### src/hdl/tlp_route_pkg.sv
// header field layout, packet type codes and kind encoding
// assumes a 128-bit header, byte 0 in bits 127:120, byte 15 in bits 7:0
package tlp_route_pkg;

	// ==========================================================
	// header geometry
	localparam int HDR_W        = 128;
	localparam int FMT_DATA_BIT = 126;
	localparam int FMT_4DW_BIT  = 125;
	localparam int TYPE_MSB     = 124;
	localparam int TYPE_LSB     = 120;
	localparam int LEN_MSB      = 105;
	localparam int LEN_LSB      = 96;
	localparam int FINAL_MSB    = 71;
	localparam int FINAL_LSB    = 68;
	localparam int FIRST_MSB    = 67;
	localparam int FIRST_LSB    = 64;
	localparam int BUS_MSB      = 63;
	localparam int BUS_LSB      = 56;
	localparam int DEV_MSB      = 55;
	localparam int DEV_LSB      = 51;
	localparam int FUNC_MSB     = 50;
	localparam int FUNC_LSB     = 48;
	localparam int ADDR_HI_LSB  = 32;
	localparam int ADDR_LO_MSB  = 31;
	localparam int ADDR_W       = 64;

	// ==========================================================
	// length encoding
	localparam int         LEN_W      = 10;
	localparam int         LEN_DW_W   = 11;
	localparam logic [9:0]  LEN_ONE    = 10'h001;
	localparam logic [9:0]  LEN_TWO    = 10'h002;
	localparam logic [9:0]  LEN_ENC_MAX = 10'h000;
	localparam logic [10:0] LEN_MAX_DW = 11'h400;

	// ==========================================================
	// packet type codes
	localparam logic [4:0] TYPE_MEM    = 5'h00;
	localparam logic [4:0] TYPE_MEM_LK = 5'h01;
	localparam logic [4:0] TYPE_IO     = 5'h02;
	localparam logic [4:0] TYPE_CFG0   = 5'h04;
	localparam logic [4:0] TYPE_CFG1   = 5'h05;
	localparam logic [4:0] TYPE_CPL    = 5'h0A;
	localparam logic [4:0] TYPE_CPL_LK = 5'h0B;
	localparam logic [4:0] TYPE_MSG_ID = 5'h12;

	// ==========================================================
	// reset values
	localparam logic [3:0]   MASK_NONE = 4'h0;
	localparam logic [127:0] HDR_RST   = 128'h0000_0000_0000_0000_0000_0000_0000_0000;

	typedef logic [3:0] byte_mask_t;

	typedef enum logic [5:0] {
		KIND_NONE   = 6'b000001,
		KIND_MEM    = 6'b000010,
		KIND_IO     = 6'b000100,
		KIND_CFG    = 6'b001000,
		KIND_CPL    = 6'b010000,
		KIND_MSG_ID = 6'b100000
	} pkt_kind_e;

endpackage

### src/hdl/tlp_route_if.sv
// carriers between the header logic top and its two helpers
// assumes the tlp_route_pkg package is compiled first
`timescale 1ns/1ps

// ==========================================================
// byte mask check fields and verdicts
interface be_chk_if;
	logic [9:0] len_field;
	logic [3:0] first;
	logic [3:0] final_m;
	logic       has_be;
	logic       is_mem;
	logic       qw_aligned;
	logic       viol_first;
	logic       viol_final;
	logic       viol_contig;
	modport chk (input len_field, first, final_m, has_be, is_mem, qw_aligned,
		output viol_first, viol_final, viol_contig);
	modport user (output len_field, first, final_m, has_be, is_mem, qw_aligned,
		input viol_first, viol_final, viol_contig);
endinterface

// ==========================================================
// transmit header fields and packed header
interface tx_hdr_if;
	logic         has_data;
	logic         fmt_4dw;
	logic [4:0]   pkt_type;
	logic [7:0]   b1;
	logic [5:0]   b2_hi;
	logic [9:0]   len;
	logic [31:0]  b4_7;
	logic         uses_be;
	logic [3:0]   first;
	logic [3:0]   final_m;
	logic [7:0]   bus;
	logic [4:0]   dev;
	logic [2:0]   func;
	logic [15:0]  b10_11;
	logic [31:0]  b12_15;
	logic [127:0] hdr;
	modport pack (input has_data, fmt_4dw, pkt_type, b1, b2_hi, len, b4_7, uses_be, first, final_m,
		bus, dev, func, b10_11, b12_15, output hdr);
	modport user (output has_data, fmt_4dw, pkt_type, b1, b2_hi, len, b4_7, uses_be, first, final_m,
		bus, dev, func, b10_11, b12_15, input hdr);
endinterface

### src/hdl/tlp_id_route_byte_enable_logic.sv
// receive decode and transmit build of id routing fields and byte masks
// assumes headers arrive whole in one cycle, synchronous to i_clk_sys
`timescale 1ns/1ps

module tlp_id_route_byte_enable_logic
	import tlp_route_pkg::*;
(
	// clock, reset, enable
	input  wire logic         i_clk_sys,
	input  wire logic         i_rst_n,
	input  wire logic         i_clk_en,
	// configuration
	input  wire logic         i_be_check_en,
	input  wire logic [7:0]   i_own_bus,
	input  wire logic [4:0]   i_own_dev,
	input  wire logic [2:0]   i_own_func,
	// receive header from the link port
	input  wire logic         i_rx_valid,
	input  wire logic [127:0] i_rx_hdr,
	// decoded request to the completion logic
	output logic              o_req_valid,
	output pkt_kind_e         o_req_kind,
	output logic              o_req_write,
	output logic              o_req_4dw,
	output logic [63:0]       o_req_addr,
	output logic [7:0]        o_req_bus,
	output logic [4:0]        o_req_dev,
	output logic [2:0]        o_req_func,
	output logic              o_id_match,
	output logic [10:0]       o_req_len_dw,
	output logic [3:0]        o_first_mask,
	output logic [3:0]        o_final_mask,
	output logic              o_wr_noop,
	output logic              o_rd_zero,
	output logic [10:0]       o_cpl_len_dw,
	// error reporting
	output logic              o_malformed,
	// transmit header request
	input  wire logic         i_tx_valid,
	input  wire logic         i_tx_has_data,
	input  wire logic         i_tx_fmt_4dw,
	input  wire logic [4:0]   i_tx_type,
	input  wire logic [7:0]   i_tx_b1,
	input  wire logic [5:0]   i_tx_b2_hi,
	input  wire logic [9:0]   i_tx_len,
	input  wire logic [31:0]  i_tx_b4_7,
	input  wire logic [3:0]   i_tx_first_mask,
	input  wire logic [3:0]   i_tx_final_mask,
	input  wire logic [7:0]   i_tx_bus,
	input  wire logic [4:0]   i_tx_dev,
	input  wire logic [2:0]   i_tx_func,
	input  wire logic [15:0]  i_tx_b10_11,
	input  wire logic [31:0]  i_tx_b12_15,
	// transmit header to the link port
	output logic              o_tx_valid,
	output logic [127:0]      o_tx_hdr
);

	// ==========================================================
	// receive field extraction
	wire [4:0]  rx_type     = i_rx_hdr[TYPE_MSB:TYPE_LSB];
	wire        rx_has_data = i_rx_hdr[FMT_DATA_BIT];
	wire        rx_4dw      = i_rx_hdr[FMT_4DW_BIT];
	wire [9:0]  rx_len      = i_rx_hdr[LEN_MSB:LEN_LSB];
	wire [3:0]  rx_first    = i_rx_hdr[FIRST_MSB:FIRST_LSB];
	wire [3:0]  rx_final    = i_rx_hdr[FINAL_MSB:FINAL_LSB];
	wire [7:0]  rx_bus      = i_rx_hdr[BUS_MSB:BUS_LSB];
	wire [4:0]  rx_dev      = i_rx_hdr[DEV_MSB:DEV_LSB];
	wire [2:0]  rx_func     = i_rx_hdr[FUNC_MSB:FUNC_LSB];

	// type classes
	wire is_mem    = (rx_type == TYPE_MEM) || (rx_type == TYPE_MEM_LK);
	wire is_io     = (rx_type == TYPE_IO);
	wire is_cfg    = (rx_type == TYPE_CFG0) || (rx_type == TYPE_CFG1);
	wire is_cpl    = (rx_type == TYPE_CPL) || (rx_type == TYPE_CPL_LK);
	wire is_msg_id = (rx_type == TYPE_MSG_ID);
	wire has_be    = is_mem || is_io || is_cfg;
	wire id_routed = is_cfg || is_cpl || is_msg_id;

	// one-hot kind from the type classes
	wire pkt_kind_e kind_dec = is_mem ? KIND_MEM : is_io ? KIND_IO : is_cfg ? KIND_CFG :
		is_cpl ? KIND_CPL : is_msg_id ? KIND_MSG_ID : KIND_NONE;

	// ==========================================================
	// address and length
	// every header address bit kept; narrower systems still see no aliases
	wire [63:0] addr_4dw = {i_rx_hdr[BUS_MSB:ADDR_HI_LSB], i_rx_hdr[ADDR_LO_MSB:2], 2'b00};
	wire [63:0] addr_3dw = {32'h0000_0000, i_rx_hdr[BUS_MSB:ADDR_HI_LSB+2], 2'b00};
	wire [63:0] rx_addr  = rx_4dw ? addr_4dw : addr_3dw;
	wire        qw_align = !rx_addr[2];
	wire [10:0] rx_len_dw = (rx_len == LEN_ENC_MAX) ? LEN_MAX_DW : {1'b0, rx_len};
	wire        len_one   = (rx_len == LEN_ONE);

	// ==========================================================
	// identifier match against our own bus, device, function
	wire id_hit = id_routed && (rx_bus == i_own_bus) && (rx_dev == i_own_dev) &&
		(rx_func == i_own_func);

	// ==========================================================
	// mask checker
	be_chk_if chk_bus ();
	assign chk_bus.len_field  = rx_len;
	assign chk_bus.first      = rx_first;
	assign chk_bus.final_m    = rx_final;
	assign chk_bus.has_be     = has_be;
	assign chk_bus.is_mem     = is_mem;
	assign chk_bus.qw_aligned = qw_align;

	be_rule_checker u_checker (
		.chk (chk_bus.chk)
	);

	// violation only counts when the optional check is switched on
	wire be_viol   = chk_bus.viol_first || chk_bus.viol_final || chk_bus.viol_contig;
	wire malf_nxt  = i_rx_valid && i_be_check_en && be_viol;
	wire accept    = i_rx_valid && !malf_nxt;

	// ==========================================================
	// effective byte masks for the completer
	// only enabled bytes are written or read, so empty reads have no side effects
	wire [3:0] first_eff = has_be ? rx_first : MASK_NONE;
	wire [3:0] final_eff = (has_be && !len_one) ? rx_final : MASK_NONE;
	wire       empty_one = has_be && len_one && (rx_first == MASK_NONE);
	wire       wr_noop   = accept && rx_has_data && empty_one;
	wire       rd_zero   = accept && !rx_has_data && empty_one;
	// reads complete with the requested length, even when nothing is enabled
	wire [10:0] cpl_len  = (has_be && !rx_has_data) ? rx_len_dw : 11'h000;

	// ==========================================================
	// request registers
	logic        req_valid_r;
	pkt_kind_e   req_kind_r;
	logic        req_write_r;
	logic        req_4dw_r;
	logic [63:0] req_addr_r;
	logic [7:0]  req_bus_r;
	logic [4:0]  req_dev_r;
	logic [2:0]  req_func_r;
	logic        id_match_r;
	logic [10:0] req_len_r;
	logic [3:0]  first_r;
	logic [3:0]  final_r;
	logic        wr_noop_r;
	logic        rd_zero_r;
	logic [10:0] cpl_len_r;
	logic        malformed_r;

	// strobe and flags; a malformed packet never raises valid
	always_ff @(posedge i_clk_sys)
	begin
		if (!i_rst_n)
		begin
			req_valid_r <= 1'b0;
			malformed_r <= 1'b0;
			wr_noop_r   <= 1'b0;
			rd_zero_r   <= 1'b0;
		end
		else if (i_clk_en)
		begin
			req_valid_r <= accept;
			malformed_r <= malf_nxt;
			wr_noop_r   <= wr_noop;
			rd_zero_r   <= rd_zero;
		end
	end

	// identifier and format fields
	always_ff @(posedge i_clk_sys)
	begin
		if (!i_rst_n)
		begin
			req_kind_r  <= KIND_NONE;
			req_write_r <= 1'b0;
			req_4dw_r   <= 1'b0;
			req_bus_r   <= 8'h00;
			req_dev_r   <= 5'h00;
			req_func_r  <= 3'h0;
			id_match_r  <= 1'b0;
		end
		else if (i_clk_en && i_rx_valid)
		begin
			req_kind_r  <= kind_dec;
			req_write_r <= rx_has_data;
			req_4dw_r   <= rx_4dw;
			req_bus_r   <= rx_bus;
			req_dev_r   <= rx_dev;
			req_func_r  <= rx_func;
			id_match_r  <= id_hit;
		end
	end

	// address, length and masks
	always_ff @(posedge i_clk_sys)
	begin
		if (!i_rst_n)
		begin
			req_addr_r <= 64'h0000_0000_0000_0000;
			req_len_r  <= 11'h000;
			first_r    <= MASK_NONE;
			final_r    <= MASK_NONE;
			cpl_len_r  <= 11'h000;
		end
		else if (i_clk_en && i_rx_valid)
		begin
			req_addr_r <= rx_addr;
			req_len_r  <= rx_len_dw;
			first_r    <= first_eff;
			final_r    <= final_eff;
			cpl_len_r  <= cpl_len;
		end
	end

	assign o_req_valid  = req_valid_r;
	assign o_req_kind   = req_kind_r;
	assign o_req_write  = req_write_r;
	assign o_req_4dw    = req_4dw_r;
	assign o_req_addr   = req_addr_r;
	assign o_req_bus    = req_bus_r;
	assign o_req_dev    = req_dev_r;
	assign o_req_func   = req_func_r;
	assign o_id_match   = id_match_r;
	assign o_req_len_dw = req_len_r;
	assign o_first_mask = first_r;
	assign o_final_mask = final_r;
	assign o_wr_noop    = wr_noop_r;
	assign o_rd_zero    = rd_zero_r;
	assign o_cpl_len_dw = cpl_len_r;
	assign o_malformed  = malformed_r;

	// ==========================================================
	// transmit header build
	tx_hdr_if tx_bus ();
	assign tx_bus.has_data = i_tx_has_data;
	assign tx_bus.fmt_4dw  = i_tx_fmt_4dw;
	assign tx_bus.pkt_type = i_tx_type;
	assign tx_bus.b1       = i_tx_b1;
	assign tx_bus.b2_hi    = i_tx_b2_hi;
	assign tx_bus.len      = i_tx_len;
	assign tx_bus.b4_7     = i_tx_b4_7;
	assign tx_bus.first    = i_tx_first_mask;
	assign tx_bus.final_m  = i_tx_final_mask;
	assign tx_bus.bus      = i_tx_bus;
	assign tx_bus.dev      = i_tx_dev;
	assign tx_bus.func     = i_tx_func;
	assign tx_bus.b10_11   = i_tx_b10_11;
	assign tx_bus.b12_15   = i_tx_b12_15;
	// completions and messages keep their own byte 7
	assign tx_bus.uses_be  = (i_tx_type == TYPE_MEM) || (i_tx_type == TYPE_MEM_LK) ||
		(i_tx_type == TYPE_IO) || (i_tx_type == TYPE_CFG0) || (i_tx_type == TYPE_CFG1);

	tx_hdr_packer u_packer (
		.tx (tx_bus.pack)
	);

	logic         tx_valid_r;
	logic [127:0] tx_hdr_r;

	// one-cycle header register toward the link port
	always_ff @(posedge i_clk_sys)
	begin
		if (!i_rst_n)
		begin
			tx_valid_r <= 1'b0;
			tx_hdr_r   <= HDR_RST;
		end
		else if (i_clk_en)
		begin
			tx_valid_r <= i_tx_valid;
			tx_hdr_r   <= i_tx_valid ? tx_bus.hdr : tx_hdr_r;
		end
	end

	assign o_tx_valid = tx_valid_r;
	assign o_tx_hdr   = tx_hdr_r;
endmodule

### src/hdl/be_rule_checker.sv
// byte mask legality against length and quadword alignment
// assumes its fields are stable in the cycle they are judged
`timescale 1ns/1ps

module be_rule_checker
	import tlp_route_pkg::*;
(
	be_chk_if.chk chk
);

	// ==========================================================
	// length classes
	wire len_one = (chk.len_field == LEN_ONE);
	wire len_two = (chk.len_field == LEN_TWO);

	// two-dword unaligned and three-plus dword memory requests must be packed
	wire contig_req = chk.is_mem && ((len_two && !chk.qw_aligned) || (!len_one && !len_two));

	// leading mask must run up to byte 3, trailing mask must start at byte 0
	wire first_tail_ok = (chk.first == 4'h8) || (chk.first == 4'hC) || (chk.first == 4'hE) ||
		(chk.first == 4'hF);
	wire final_head_ok = (chk.final_m == 4'h1) || (chk.final_m == 4'h3) || (chk.final_m == 4'h7) ||
		(chk.final_m == 4'hF);

	// ==========================================================
	// verdicts; single-dword masks may have holes
	assign chk.viol_first  = chk.has_be && !len_one && (chk.first == MASK_NONE);
	assign chk.viol_final  = chk.has_be && (len_one ? (chk.final_m != MASK_NONE)
		: (chk.final_m == MASK_NONE));
	assign chk.viol_contig = chk.has_be && contig_req && !(first_tail_ok && final_head_ok);

endmodule

### src/hdl/tx_hdr_packer.sv
// places routing id, length and byte masks into an outgoing header
// assumes the caller registers the packed result
`timescale 1ns/1ps

module tx_hdr_packer
	import tlp_route_pkg::*;
(
	tx_hdr_if.pack tx
);

	// ==========================================================
	// byte 7 and upper dword
	// trailing mask forced clear on one-dword requests so they never carry a trailing mask
	wire [3:0] final_eff = (tx.len == LEN_ONE) ? MASK_NONE : tx.final_m;
	wire [7:0] byte7     = tx.uses_be ? {final_eff, tx.first} : tx.b4_7[7:0];
	wire [31:0] hi_dw    = tx.fmt_4dw ? tx.b12_15 : 32'h0000_0000;

	// ==========================================================
	// same id position for three- and four-dword formats
	assign tx.hdr = {1'b0, tx.has_data, tx.fmt_4dw, tx.pkt_type, tx.b1, tx.b2_hi, tx.len,
		tx.b4_7[31:8], byte7, tx.bus, tx.dev, tx.func, tx.b10_11, hi_dw};

endmodule

### config.mk
export PLATFORM = sky130hd
export DESIGN_NAME = tlp_id_route_byte_enable_logic
export DESIGN_NICKNAME = d
export VERILOG_FILES = /design/src/hdl/tlp_route_pkg.sv /design/src/hdl/tlp_route_if.sv /design/src/hdl/tlp_id_route_byte_enable_logic.sv /design/src/hdl/be_rule_checker.sv /design/src/hdl/tx_hdr_packer.sv
export SDC_FILE = /design/constraint.sdc
export NUM_CORES = 1
export LEC_CHECK = 0
export BUFFER_PORTS_ARGS = -buffer_cell sky130_fd_sc_hd__buf_2
export CAP_MARGIN = 10
export CORE_ASPECT_RATIO = 0.8
export CORE_MARGIN = 2
export CORE_UTILIZATION = 25
export CTS_CLUSTER_DIAMETER = 40
export DETAILED_ROUTE_END_ITERATION = 7
export GPL_ROUTABILITY_DRIVEN = 0
export PLACE_DENSITY_LB_ADDON = 0.1
export SLEW_MARGIN = 20
export SYNTH_ARGS = -nofsm -noshare
export SYNTH_HDL_FRONTEND = slang
export SYNTH_SLANG_ARGS = --single-unit
### constraint.sdc
create_clock -name i_clk_sys -period 1.6 [get_ports i_clk_sys]
set_input_delay 0 -clock i_clk_sys [delete_from_list [all_inputs] [get_ports i_clk_sys]]
set_output_delay 0 -clock i_clk_sys [all_outputs]
set_load 0.01 [all_outputs]
==> impl_metrics.ini <==
[clocking]
htreeDepth = 2
clk_pin_slew_worst_paths_ps = 50
cts_tree = done
numCtsBuffers = 47
cts.sinks = 249
cts_root_buf = clkbuf_16
cts_buffer_depth = 3
clk_latency_ps = 540

[timing]
final.min_clock_period_ps = 1560
clock_skew_ps = 0
hold_violations = 0
tightest_slew_ps = 667
min_period_over_period_pct = 97.3
fmaxAchievable_ghz = 0.642
slew_headroom_pct = 55.6
slew_violations = 0
setup_tns_ps = 0
setup_viol = 0
rsz0062_at_grt = false

[min_path]
worstHoldPathType = in2reg

[die]
initial_core_util_pct = 25.5
dieArea_um2 = 42000
io_pins = 537
die_y_um = 184
coreArea_um2 = 39600
die_x_um = 229
rows = 65

[synth]
yosys_warnings = 0
avgSynthCellArea_um2 = 8.71
yosysUniqueCellTypes = 49
synth_area_um2 = 10100
ys_seq_elements = 249
synth_ff_type = dfxtp_1
synthArstFlopShare_pct = 0
synth-seq-area-share_pct = 49.4
synth_edf_count = 0
postSynthCellCount = 1159

[worst_setup_path]
worstPathCellList = buf_2 > dlygate4sd3_1 > nand2_1 > o31ai_1 > o21ai_2 > a41o_1 > dlygate4sd3_1
required_ps = 2010
crit_family = buffers and inverters
rrSetupSlack_ps = 260
slowest_delay_ps = 610
crit_type = in2reg
cpMostUsedCell = dlygate4sd3_1
cp-end-kind = flip-flop
cp_max_fo = 2
critPathSlowestCell = dlygate4sd3_1
arrival_ps = 1970
start_kind = primary input
path_buf_inv = 3

[run_status]
status = complete, no violations

[drt]
firstDrtPassIters = 5
avgRoutedWirePerCell_um = 16.8
vias_per_cell = 4.46
drtIter0Drc = 387
wl_um = 42100
via_count = 11100
drc_errors = 0
ant_nets = 0

[grt]
antenna_found_initial = 5
grt_pass1_wl_um = 64000
grt_pass1_vias = 11300
grt_start_max_net_pins = 86
grt.total_usage_pct = 19.2
overflow = 0

[placed_design]
hpwlAfterDp_um = 28100
io_buffers = 492

[finish]
post-route-util_pct = 44.9
fin_nets = 2208
syn2layout_area_growth_pct = 76.1
final_common_cell = buf_2
layout_common_cells = buf_2, nand2_1, dlygate4sd3_1
drive_above_1_share_pct = 31.5

[power_and_ir_drop]
power_per_cell_area_nw_per_um2 = 1080
leakagePower_nw = 8.31
vdd_drop_max_mv = 0.705

[flow_run]
drv_cap = 0
-- synthesized netlist by cell type, drive strengths merged (2+ instances only) --
| cell | n | share of area (%) |
|---|---|---|
| a21boi | 195 | 15 |
| a21oi | 7 | 0.35 |
| a221oi | 4 | 0.35 |
| a22oi | 6 | 0.45 |
| and2 | 5 | 0.33 |
| buf | 33 | 1.6 |
| clkbuf | 64 | 2.4 |
| dfxtp | 249 | 49 |
| inv | 3 | 0.11 |
| mux2i | 34 | 3.4 |
| nand2 | 354 | 13 |
| nand2b | 3 | 0.19 |
| nand3 | 79 | 3.9 |
| nand3b | 2 | 0.15 |
| nand4 | 4 | 0.25 |
| nor2 | 12 | 0.45 |
| nor2b | 11 | 0.68 |
| nor3 | 6 | 0.30 |
| nor4 | 6 | 0.67 |
| o211a | 34 | 3.4 |
| o21ai | 12 | 0.67 |
| o31ai | 2 | 0.20 |
| or2 | 2 | 0.12 |
| xnor2 | 15 | 1.3 |
-- state kept, by name, indices dropped and copies added (netlist names), 3 cells and up --
signal and count:
o_tx_hdr 127, o_req_addr 62, o_cpl_len_dw 11, o_req_len_dw 11
o_req_bus 8, o_req_kind 6, o_req_dev 5, o_final_mask 4
o_first_mask 4, o_req_func 3
-- power by group --
part	internal, mW	total (mW)	leakage (nW)	switching, mW
Combinational	1.20	2.33	5.48	1.13
Clock	6.84	10.3	0.800	3.44
Sequential	6.47	6.59	2.03	0.123
-- cells by family (layout without fill, tap and decap cells) --
family	Yosys count	count (layout)	synth area share [%]
AOI/OAI and AO/OA	268	268	20.8
muxes	34	34	3.37
xor gates and xnor gates	16	16	1.39
and+or+nand+nor	491	492	20.8
buffers and inverters	100	897	4.13
DFF	249	249	49.4
other	1	6	0.0372
-- routing by layer --
layer | vias to the layer above | GRT usage [%] | part of all wire, %
li1 | 5449 | - | -
met1 | 5270 | 23.2 | 43
met2 | 324 | 32.6 | 48
met3 | 101 | 4.93 | 5.9
met4 | 0 | 7.79 | 3.6
met5 | - | 0 | 0
-- final cells by class --
| type | count | area, um^2 |
|---|---|---|
| inverters | 3 | 11.3 |
| repair buffers | 809 | 5720 |
| clock inverters | 22 | 309 |
| multi-input cells | 813 | 4720 |
| diodes | 3 | 7.51 |
| flip-flops and latches | 249 | 4980 |
| fillers | 3961 | 21800 |
| clock buffers | 63 | 1340 |
| well taps | 536 | 671 |
-- final timing paths --
kind	startpoint	endpoint	cells after the start
max	i_rx_hdr[67]	o_malformed$_SDFFE_PN0P_	7
min	i_rx_hdr[125]	o_req_addr[42]$_SDFFE_PN0P_	4
max reg2reg	o_malformed$_SDFFE_PN0P_	o_malformed$_SDFFE_PN0P_	3
min reg2reg	o_req_addr[58]$_SDFFE_PN0P_	o_req_addr[58]$_SDFFE_PN0P_	2
-- stage by stage --
step	worst slack, ps	cells	total power, mW	hold WS (ps)	cell area, um^2
floorplan	415	1161	7.56	96.3	10100
CTS	5.97	2491	19.5	8.39	17700
finish	43.4	2498	19.2	28.8	17800
global placement	100	2120	8.50	245	13200
global route	0.904	2498	20.0	35.7	17800
detailed placement	86.1	2120	8.52	248	13200
-- tightest hold or removal path, stage by stage --
cell	delay (ps)
buf_2	130
buf_12	200
nand3_1	110
a21boi_0	70
-- timing repair --
action                     4_1_cts  5_1_grt
setup buffers                    0        3
hold buffers                   286        0
hold endpoints to repair       246        0
setup endpoints to repair        0       53
gates resized for setup          0        7
No activity file was read; power rests on OpenSTA's default activity.
